$ cat src/core/usart_irq_pkg.sv
/*
 * constants of the serial unit's interrupt-enable, debug-halt and baud
 * register bank: offsets, field positions, reset values, bus widths.
 * assumes a byte-addressed plain register port with 16-bit data.
 */
package usart_irq_pkg;
    localparam int ADDR_W = 8;
    localparam int DATA_W = 16;
    localparam int SRC_N = 4;
    // register byte offsets
    localparam logic [ADDR_W-1:0] DBG_OFF = 8'h08;
    localparam logic [ADDR_W-1:0] BAUD_OFF = 8'h0a;
    localparam logic [ADDR_W-1:0] ENCLR_OFF = 8'h0c;
    localparam logic [ADDR_W-1:0] ENSET_OFF = 8'h0d;
    localparam logic [ADDR_W-1:0] FLAG_OFF = 8'h0e;
    // field positions; halt in the debug register, the rest shared by enable and flag registers
    localparam int HALT_BIT = 0;
    localparam int RECV_START_BIT = 3;
    localparam int RECV_DONE_BIT = 2;
    localparam int XMIT_DONE_BIT = 1;
    localparam int HOLD_EMPTY_BIT = 0;
    // reset values
    localparam logic HALT_RST = 1'b0;
    localparam logic [DATA_W-1:0] BAUD_RST = 16'h0000;
    localparam logic [SRC_N-1:0] EN_RST = 4'h0;
    localparam logic [SRC_N-1:0] FLAG_RST = 4'h0;
    localparam logic [DATA_W-1:0] RDATA_RST = 16'h0000;
    localparam logic RX_IDLE = 1'b1;
endpackage : usart_irq_pkg

$ cat src/core/usart_irq_bank.sv
/*
 * register bank: debug-halt control, baud divisor, interrupt enable
 * set/clear pair, interrupt flags and the unit's interrupt line.
 * assumes transmit/receive status inputs come from logic on the same
 * clock; only the receive line is a pin and is synchronised here.
 */
`timescale 1ns/1ps
module usart_irq_bank (
    input wire logic clock,
    input wire logic reset,
    input wire logic clk_en,
    input wire logic [usart_irq_pkg::ADDR_W-1:0] addr,
    input wire logic [usart_irq_pkg::DATA_W-1:0] wdata,
    input wire logic wr_strobe,
    input wire logic rd_strobe,
    output logic [usart_irq_pkg::DATA_W-1:0] rdata,
    input wire logic cpu_debug_halted,
    input wire logic rx_line,
    input wire logic frame_start_detect_enable,
    input wire logic tx_shift_done,
    input wire logic tx_data_written,
    input wire logic rx_data_unread,
    input wire logic tx_holding_empty,
    output logic [usart_irq_pkg::DATA_W-1:0] baud_value,
    output logic baud_run,
    output logic irq
);
    import usart_irq_pkg::*;

    function automatic logic hit(input logic [ADDR_W-1:0] a, input logic [ADDR_W-1:0] off);
        return a == off;
    endfunction : hit

    ////////////////////////////////////////////////////////////////////
    // receive line synchroniser and start edge

    logic rx_meta_ff, rx_sync_ff, rx_prev_ff;
    logic nxt_rx_meta, nxt_rx_sync, nxt_rx_prev;
    logic start_det;

    // idle line is high; a start bit is the fall to low
    always_comb begin
        nxt_rx_meta = rx_line;
        nxt_rx_sync = rx_meta_ff;
        nxt_rx_prev = rx_sync_ff;
    end

    assign start_det = rx_prev_ff & ~rx_sync_ff;

    always_ff @(posedge clock) begin
        if (reset) begin
            rx_meta_ff <= RX_IDLE;
            rx_sync_ff <= RX_IDLE;
            rx_prev_ff <= RX_IDLE;
        end else if (clk_en) begin
            rx_meta_ff <= nxt_rx_meta;
            rx_sync_ff <= nxt_rx_sync;
            rx_prev_ff <= nxt_rx_prev;
        end
    end

    ////////////////////////////////////////////////////////////////////
    // software registers

    logic halt_on_debug_ff, nxt_halt_on_debug;
    logic [DATA_W-1:0] baud_ff, nxt_baud;
    logic [SRC_N-1:0] en_ff, nxt_en;
    logic wr_dbg, wr_baud, wr_clr, wr_set, wr_flag;

    assign wr_dbg = wr_strobe & hit(addr, DBG_OFF);
    assign wr_baud = wr_strobe & hit(addr, BAUD_OFF);
    assign wr_clr = wr_strobe & hit(addr, ENCLR_OFF);
    assign wr_set = wr_strobe & hit(addr, ENSET_OFF);
    assign wr_flag = wr_strobe & hit(addr, FLAG_OFF);

    // one enable vector behind both addresses, so no read-modify-write
    always_comb begin
        nxt_halt_on_debug = halt_on_debug_ff;
        nxt_baud = baud_ff;
        nxt_en = en_ff;
        if (wr_dbg) begin
            nxt_halt_on_debug = wdata[HALT_BIT];
        end
        if (wr_baud) begin
            nxt_baud = wdata;
        end
        if (wr_clr) begin
            nxt_en = en_ff & ~wdata[SRC_N-1:0];
        end
        if (wr_set) begin
            nxt_en = en_ff | wdata[SRC_N-1:0];
        end
    end

    always_ff @(posedge clock) begin
        if (reset) begin
            halt_on_debug_ff <= HALT_RST;
            baud_ff <= BAUD_RST;
            en_ff <= EN_RST;
        end else if (clk_en) begin
            halt_on_debug_ff <= nxt_halt_on_debug;
            baud_ff <= nxt_baud;
            en_ff <= nxt_en;
        end
    end

    ////////////////////////////////////////////////////////////////////
    // interrupt flags

    logic [SRC_N-1:0] flag_ff, nxt_flag;

    // receive-start and transmit-done are sticky, a set in the clearing cycle wins over the clear; the other two follow their sources
    always_comb begin
        nxt_flag = flag_ff;
        nxt_flag[RECV_START_BIT] = (flag_ff[RECV_START_BIT] & ~(wr_flag & wdata[RECV_START_BIT]))
            | (start_det & frame_start_detect_enable);
        nxt_flag[XMIT_DONE_BIT] = (flag_ff[XMIT_DONE_BIT] & ~(wr_flag & wdata[XMIT_DONE_BIT]) & ~tx_data_written)
            | tx_shift_done;
        nxt_flag[RECV_DONE_BIT] = rx_data_unread;
        nxt_flag[HOLD_EMPTY_BIT] = tx_holding_empty;
    end

    always_ff @(posedge clock) begin
        if (reset) begin
            flag_ff <= FLAG_RST;
        end else if (clk_en) begin
            flag_ff <= nxt_flag;
        end
    end

    ////////////////////////////////////////////////////////////////////
    // outputs and read port

    logic [DATA_W-1:0] rdata_ff, nxt_rdata;
    logic baud_run_ff, nxt_baud_run;
    logic irq_ff, nxt_irq;

    // read data stands only in the cycle after the strobe
    always_comb begin
        nxt_rdata = RDATA_RST;
        if (rd_strobe) begin
            if (hit(addr, DBG_OFF)) begin
                nxt_rdata[HALT_BIT] = halt_on_debug_ff;
            end else if (hit(addr, BAUD_OFF)) begin
                nxt_rdata = baud_ff;
            end else if (hit(addr, ENCLR_OFF) || hit(addr, ENSET_OFF)) begin
                nxt_rdata[SRC_N-1:0] = en_ff;
            end else if (hit(addr, FLAG_OFF)) begin
                nxt_rdata[SRC_N-1:0] = flag_ff;
            end
        end
        // generator runs unless halting on debug is asked and cpu is halted
        nxt_baud_run = ~(nxt_halt_on_debug & cpu_debug_halted);
        // computed from next values so the line matches the registers
        nxt_irq = |(nxt_flag & nxt_en);
    end

    always_ff @(posedge clock) begin
        if (reset) begin
            rdata_ff <= RDATA_RST;
            baud_run_ff <= 1'b1;
            irq_ff <= 1'b0;
        end else if (clk_en) begin
            rdata_ff <= nxt_rdata;
            baud_run_ff <= nxt_baud_run;
            irq_ff <= nxt_irq;
        end
    end

    assign rdata = rdata_ff;
    assign baud_value = baud_ff;
    assign baud_run = baud_run_ff;
    assign irq = irq_ff;
endmodule : usart_irq_bank

$ cat config.mk
export PLATFORM = sky130hd
export DESIGN_NAME = usart_irq_bank
export DESIGN_NICKNAME = d
export VERILOG_FILES = /design/src/core/usart_irq_pkg.sv /design/src/core/usart_irq_bank.sv
export SDC_FILE = /design/constraint.sdc
export NUM_CORES = 1
export LEC_CHECK = 0
export ABC_AREA = 0
export ABC_CLOCK_PERIOD_IN_PS = 3950
export BUFFER_PORTS_ARGS = -buffer_cell sky130_fd_sc_hd__buf_4
export CORE_MARGIN = 10
export CORE_UTILIZATION = 40
export CTS_BUF_LIST = sky130_fd_sc_hd__clkbuf_16
export CTS_CLUSTER_SIZE = 16
export DETAILED_ROUTE_END_ITERATION = 10
export PLACE_DENSITY = 0.65
export SETUP_SLACK_MARGIN = 0.4
export SLEW_MARGIN = 40
export SYNTH_ARGS = -nofsm -noshare
export SYNTH_HDL_FRONTEND = slang
export SYNTH_SLANG_ARGS = --single-unit
$ cat constraint.sdc
create_clock -name clock -period 3.95 [get_ports clock]
set_input_delay 0.395 -clock clock [delete_from_list [all_inputs] [get_ports clock]]
set_output_delay 0.395 -clock clock [all_outputs]
set_load 0.01 [all_outputs]
==> results of run 1 <==
kinds of logic after synthesis:
kind of cell	count (synthesis)	synth area share, %
and+or+nand+nor	77	20.33
DFF	46	46.61
AOI/OAI and AO/OA	31	13.87
muxes	29	14.82
buffers and inverters	18	4.370
final timing paths:
path / slack, ns / start / depth (start not counted) / end
setup reg to reg: 2.81 / flag_ff[3]$_SDFFE_PP0P_ / 4 / irq$_SDFFE_PP0P_
hold / removal: 0.33 / rx_line / 3 / nxt_rx_sync$_SDFFE_PP1P_
setup / recovery: 1.96 / addr[0] / 6 / irq$_SDFFE_PP0P_
hold reg to reg: 0.47 / nxt_rx_prev$_SDFFE_PP1P_ / 1 / rx_prev_ff$_SDFFE_PP1P_
cell usage after synthesis, types with 2 or more instances:
cell type / n / area share (%)
a222oi_1: 3 / 1.5
nor2_1: 43 / 8.2
clkbuf_1: 7 / 1.3
a311oi_1: 2 / 0.89
inv_1: 3 / 0.57
a211oi_1: 2 / 0.76
nand2_1: 8 / 1.5
nand3b_1: 2 / 0.76
buf_6: 2 / 1.1
nand3_1: 2 / 0.51
a22o_1: 3 / 1.3
a22oi_1: 12 / 4.6
buf_1: 2 / 0.38
nand4_1: 6 / 1.9
nor3_1: 4 / 1.0
mux2i_1: 27 / 14
dfxtp_1: 46 / 47
buf_2: 3 / 0.76
worst max-delay path: cells and delay by family:
family	cells	cell delay (ns)
AO/OA/AOI/OAI	3	0.47
buffers and inverters	1	0.14
AND/OR/NAND/NOR	2	1.14
state kept, by name, summed over array words and instances, names as in the netlist:
register / count
en_ff: 4
nxt_rx_prev: 1
halt_on_debug_ff: 1
rx_prev_ff: 1
baud_run: 1
nxt_rx_sync: 1
baud_value: 16
rdata: 16
flag_ff: 4
irq: 1
layer usage:
| layer | wire length, um | part of all wire (%) | track usage, % | up-vias |
|---|---|---|---|---|
| met2 | 2227 | 44 | 18.22 | 44 |
| met3 | 274 | 5.4 | 4.239 | 5 |
| met5 | 0 | 0 | 0 | - |
| met1 | 2512 | 50 | 16.38 | 778 |
| met4 | 35 | 0.69 | 3.183 | 0 |
| li1 | - | - | - | 853 |
final cells by class:
type | instances | share of cell area, %
timing repair buffer | 70 | 19.79
multi-input combinational | 137 | 36.47
clock inverter | 3 | 0.6126
sequential | 46 | 34.68
clock buffer | 5 | 4.713
inverter | 4 | 0.5655
tap | 67 | 3.157
per-stage QoR:
step                power, mW  area (um2)
finish                 0.9393        2655
global placement       0.5575        2506
floorplan              0.5185        1976
global route           0.9768        2655
CTS                    0.9524        2648
detailed placement     0.5580        2506
power groups by stage:
stage	clock (mW)	sequential [mW]	combinational, mW
2_1_floorplan	0	0.483	0.0351
3_3_place_gp	0	0.484	0.0732
3_5_place_dp	0	0.484	0.0738
4_1_cts	0.404	0.474	0.0742
5_1_grt	0.421	0.475	0.0812
6_report	0.392	0.474	0.0732
layout by cell type, fill, tap and decap left out, drive strengths merged, types with 3 or more instances in the layout:
master  count
a222oi      3
a22o        3
a22oi      12
buf        70
clkbuf      5
clkinv      3
dfxtp      46
inv         3
mux2i      27
nand2       8
nand3       3
nand4       6
nor2       43
nor3        5
==> flow_summary_export.csv, run 1 <==
group,metric,value,unit
clocking,ctsResizeCount,0,
routing,wl,5050,um
clocking,cts_tree,"yes",
routing,routedWlPerCell,15.21,um
floorplanning,dieArea,8150,um2
clocking,clkTransAtPathRegs,0.06,ns
logic_synthesis,ys_warn_count,0,
worst_setup_path,cp_cell_sequence,"buf_4 > or4b_1 > or3_4 > a31oi_4 > a2bb2oi_2 > a311oi_1",
worst_setup_path,critPathKind,"input pin to flip-flop",
timing,timing.final.ws_setup,1.958,ns
routing,drtIter0Drc,145,
timing,tightestPinTransition,0.4996,ns
finish,drive_gt1_share,32.08,%
clocking,cts_setup_buffers,0,
finish,diodes,0,
power,p_clk_share,41.7,%
clocking,clk_latency,0.28,ns
logic_synthesis,postSynthCellCount,201,
power,ir_drop,0.0002013,V
clocking,clockRootBuffer,"clkbuf_16",
floorplanning,pin_count,70,
finish,fillers,458,
timing,relSlewSlack,66.49,%
logic_synthesis,yosysUniqueCellTypes,42,
place,place_ws,1.578,ns
floorplanning,core,4755,um2
place,globalplace.congestion,0.8266,
worst_setup_path,critPathMaxStageDelay,0.68,ns
power,p_leak,1.247,nW
power,p_per_area,353.8,nW/um2
logic_synthesis,syn_area,1976,um2
clocking,h-tree-depth,2,
timing,max_clock_freq,502.1,MHz
global_routing,grt_max_degree,48,
routing,ant_nets,0,
timing,period_minus_slack,1.992,ns
finish,final-seq-area,920.9,um2
clocking,cts_buffers,5,
status,status,"complete, no violations",
worst_setup_path,path_max_fanout,9,
power,switching_share,21.64,%
global_routing,grt_first_pass_wirelength,8431,um
place,dp_hpwl,3806,um
worst_setup_path,startpoint_type,"input pin",
power,comb_power_share,7.8,%
logic_synthesis,synth-main-ff-cell,"dfxtp_1",
global_routing,grt_pass1_vias,1707,
finish,fin_util,55.84,%
timing,hold_violations,0,
floorplanning,start_util,41.55,%
finish,fin_cells,332,
logic_synthesis,async_reset_ff_share,0,%
place,dpl.cell_count,323,
global_routing,grt-ovfl-total,0,
floorplanning,rows,25,
global_routing,grt_antenna_before_repair,0,
clocking,clkSinkCount,46,
routing,drt_pass1_iterations,4,
worst_setup_path,cp-end-kind,"flip-flop",
timing,slew_violations,0,
finish,multi_input_area,968.4,um2
timing,rsz0062_at_grt,"no",
flow_run,drv_cap,0,
routing,drc,0,
floorplanning,die_w,90.28,um
global_routing,grt_usage,12.25,%
place,port_buffers,69,
power,seq_power_share,50.5,%
routing,viasPerCell,5.060,
logic_synthesis,ys_seq_elements,46,
clocking,cts_hold_buffers,0,
floorplanning,die_h,90.28,um
worst_setup_path,critPathRequiredTime,4.10,ns
finish,syn2layout_area_growth,34.39,%
finish,nNetsFinal,300,
timing,whs,0.3261,ns
power,p_int,0.7361,mW
worst_setup_path,crit_arrival,2.14,ns
worst_setup_path,slowest_stage,"or4b_1",
timing,clock_skew,0.001920,ns
power,power.net_switching,0.2033,mW
timing,setup_viol,0,
hold_path,min_path_type,"input pin to flip-flop",
logic_synthesis,avgSynthCellArea,9.829,um2
logic_synthesis,seq_area_frac_synth,46.61,%
routing,routed-via-count,1680,
timing,final_min_period_over_clock_period,50.42,%
logic_synthesis,syn_nets,237,
timing,finalSetupTns,0,ns
clocking,cts_buffer_depth,2,
logic_synthesis,synth_edf_count,0,
Power figures use the tool's default switching activity.
==> run 2: changes to the inputs <==
--- a/config.mk
+++ b/config.mk
@@ -6,7 +6,7 @@
 export NUM_CORES = 1
 export LEC_CHECK = 0
 export ABC_AREA = 0
-export ABC_CLOCK_PERIOD_IN_PS = 3950
+export ABC_CLOCK_PERIOD_IN_PS = 2000
 export BUFFER_PORTS_ARGS = -buffer_cell sky130_fd_sc_hd__buf_4
 export CORE_MARGIN = 10
 export CORE_UTILIZATION = 40
==> constraint.sdc (replaced) <==
create_clock -name clock -period 2 [get_ports clock]
set_input_delay 0.2 -clock clock [delete_from_list [all_inputs] [get_ports clock]]
set_output_delay 0.2 -clock clock [all_outputs]
set_load 0.01 [all_outputs]
==> run 2 against run 1 <==
Effect of this change:
- sequential share of layout area decreased by 1.9 points
- total power rose by 130%
- sequential power is 97% higher
- first-iteration DRC count down 44%
- wire length up 2.3%
- combinational power increased by 110%
- register-to-register slack got worse by 1.9 ns
- critical endpoint unchanged
- final cell count grew 2.7%
- critical path depth stayed put
- critical path type unchanged
- largest cell class unchanged
==> flow_summary_export.csv, run 2 (same netlist as run 1, synthesis figures left out) <==
group,metric,value,unit
place,place_area,2619,um2
timing,slew_violations,0,
place,port_buffers,69,
finish,final_common_cell,"buf_4",
worst_setup_path,cp_cell_sequence,"buf_4 > or4bb_1 > or3_4 > a31oi_4 > a2bb2oi_2 > a311oi_1",
finish,nNetsFinal,309,
power,comb_power_share,7.3,%
floorplanning,die_w,90.28,um
worst_setup_path,reg2reg_from,"flag_ff[3]$_SDFFE_PP0P_",
worst_setup_path,critPathRequiredTime,2.15,ns
power,power.net_switching,0.4087,mW
power,p_int,1.717,mW
worst_setup_path,crit_family,"simple AND/OR/NAND/NOR gates",
worst_setup_path,path_max_fanout,7,
clocking,clockRootBuffer,"clkbuf_16",
place,dp_hpwl,3955,um
clocking,h-tree-depth,2,
floorplanning,core,4755,um2
global_routing,grt_antenna_before_repair,0,
floorplanning,die_h,90.28,um
routing,drtIter0Drc,81,
worst_setup_path,crit_arrival,1.69,ns
power,seq_power_share,44.0,%
timing,setup_viol,0,
clocking,clk_latency,0.28,ns
worst_setup_path,critPathKind,"input pin to flip-flop",
place,globalplace.congestion,0.7864,
global_routing,grt_max_degree,48,
timing,tightestPinTransition,0.4651,ns
global_routing,grt_first_pass_wirelength,8542,um
routing,drc,0,
clocking,cts_buffers,5,
flow_run,drv_cap,0,
finish,syn2layout_area_growth,42.31,%
power,p_clk_share,48.6,%
routing,drt_pass1_iterations,4,
power,p_per_area,756.1,nW/um2
finish,drive_gt1_share,35.04,%
routing,routed-via-count,1713,
floorplanning,rows,25,
worst_setup_path,cp-end-kind,"flip-flop",
power,power,2.126,mW
power,ir_drop,0.0004549,V
power,p_leak,1.333,nW
hold_path,hp-start,"rx_line",
floorplanning,dieArea,8150,um2
worst_setup_path,slowest_stage,"or4bb_1",
floorplanning,start_util,41.55,%
clocking,cts_tree,"yes",
global_routing,grt_usage,12.53,%
finish,fin_area,2811,um2
floorplanning,pin_count,70,
finish,diodes,0,
routing,wl,5165,um
worst_setup_path,critPathMaxStageDelay,0.54,ns
worst_setup_path,startpoint_type,"input pin",
timing,rsz0062_at_grt,"no",
power,switching_share,19.23,%
routing,ant_nets,0,
timing,finalSetupTns,0,ns
clocking,clkTransAtPathRegs,0.06,ns
timing,hold_violations,0,
timing,final_min_period_over_clock_period,77.03,%
finish,fin_util,59.13,%
routing,routedWlPerCell,15.15,um
timing,relSlewSlack,68.99,%
global_routing,grt-ovfl-total,0,
hold_path,min_path_type,"input pin to flip-flop",
routing,viasPerCell,5.023,
status,status,"complete, no violations",
worst_setup_path,crit_path_start,"addr[2]",
global_routing,grt_pass1_vias,1657,
worst_setup_path,cp_num_buf_inv,1,
clocking,cts_buffer_depth,2,
finish,final_cell_mix,"77 x buf_4, 46 x dfxtp_1, 43 x nor2_1",
timing,period_minus_slack,1.541,ns
timing,clock_skew,0.003638,ns
timing,max_clock_freq,649.1,MHz
clocking,clkSinkCount,46,
==> run 2: changes by cell type in the layout (fill, tap and decap cells not counted), sizes merged <==
cell | previous run | this run
bufinv | 0 | 2
clkinvlp | 1 | 0
buf | 70 | 79
clkinv | 3 | 2
==> run 2: cell type report <==
| type | count | area, um2 |
|---|---|---|
| Fill cell | 438 | 1943 |
| Multi-Input combinational cell | 137 | 984.7 |
| Sequential cell | 46 | 920.9 |
| Timing Repair Buffer | 79 | 618.1 |
| Clock buffer | 5 | 125.1 |
| Tap cell | 67 | 83.83 |
| Clock inverter | 3 | 63.81 |
| Inverter | 4 | 15.01 |
==> run 2: repair_timing <==
| item | in CTS | in global routing |
|---|---|---|
| setup endpoints to repair | 5 | 0 |
| resized for setup | 1 | 0 |
| buffers inserted | 0 | 0 |
| hold buffers | 0 | 0 |
==> run 2: path summary, 6_finish.rpt <==
kind	endpoint	slack, ns	depth (start not counted)
worst max-delay path	irq$_SDFFE_PP0P_	0.46	6
worst min-delay path	nxt_rx_sync$_SDFFE_PP1P_	0.13	3
worst max register to register	irq$_SDFFE_PP0P_	0.91	4
worst min register to register	rx_prev_ff$_SDFFE_PP1P_	0.47	1
==> run 2: power groups by stage <==
stage	combinational (mW)	sequential, mW	clock [mW]
finish	0.156	0.936	1.03
global route	0.172	0.937	1.10
CTS	0.158	0.936	1.06
detailed placement	0.157	0.957	0
global placement	0.156	0.956	0
floorplan	0.0723	0.955	0
==> run 2: worst register-to-register path, cell delays in order (launching register included) <==
cell,delay [ns]
dfxtp_1,0.36
o31a_1,0.19
a311oi_2,0.05
a21o_1,0.17
a311oi_1,0.23
==> run 2: metal layers <==
| metal | routed length [um] | vias up | global-route usage, % |
|---|---|---|---|
| li1 | - | 875 | - |
| met1 | 2417 | 787 | 15.14 |
| met2 | 2419 | 46 | 20.16 |
| met3 | 263 | 5 | 3.824 |
| met4 | 63 | 0 | 5.172 |
| met5 | 0 | - | 0 |
==> run 2: metrics by stage <==
stage,cells,setup slack [ns],hold slack (ns)
final,341,0.4595,0.1312
after global routing,341,0.4095,0.1544
after CTS,341,0.4730,0.1275
after detailed placement,333,0.07819,0.4233
after global placement,333,0.07889,0.4150
after floorplan,201,0.2307,0.3281
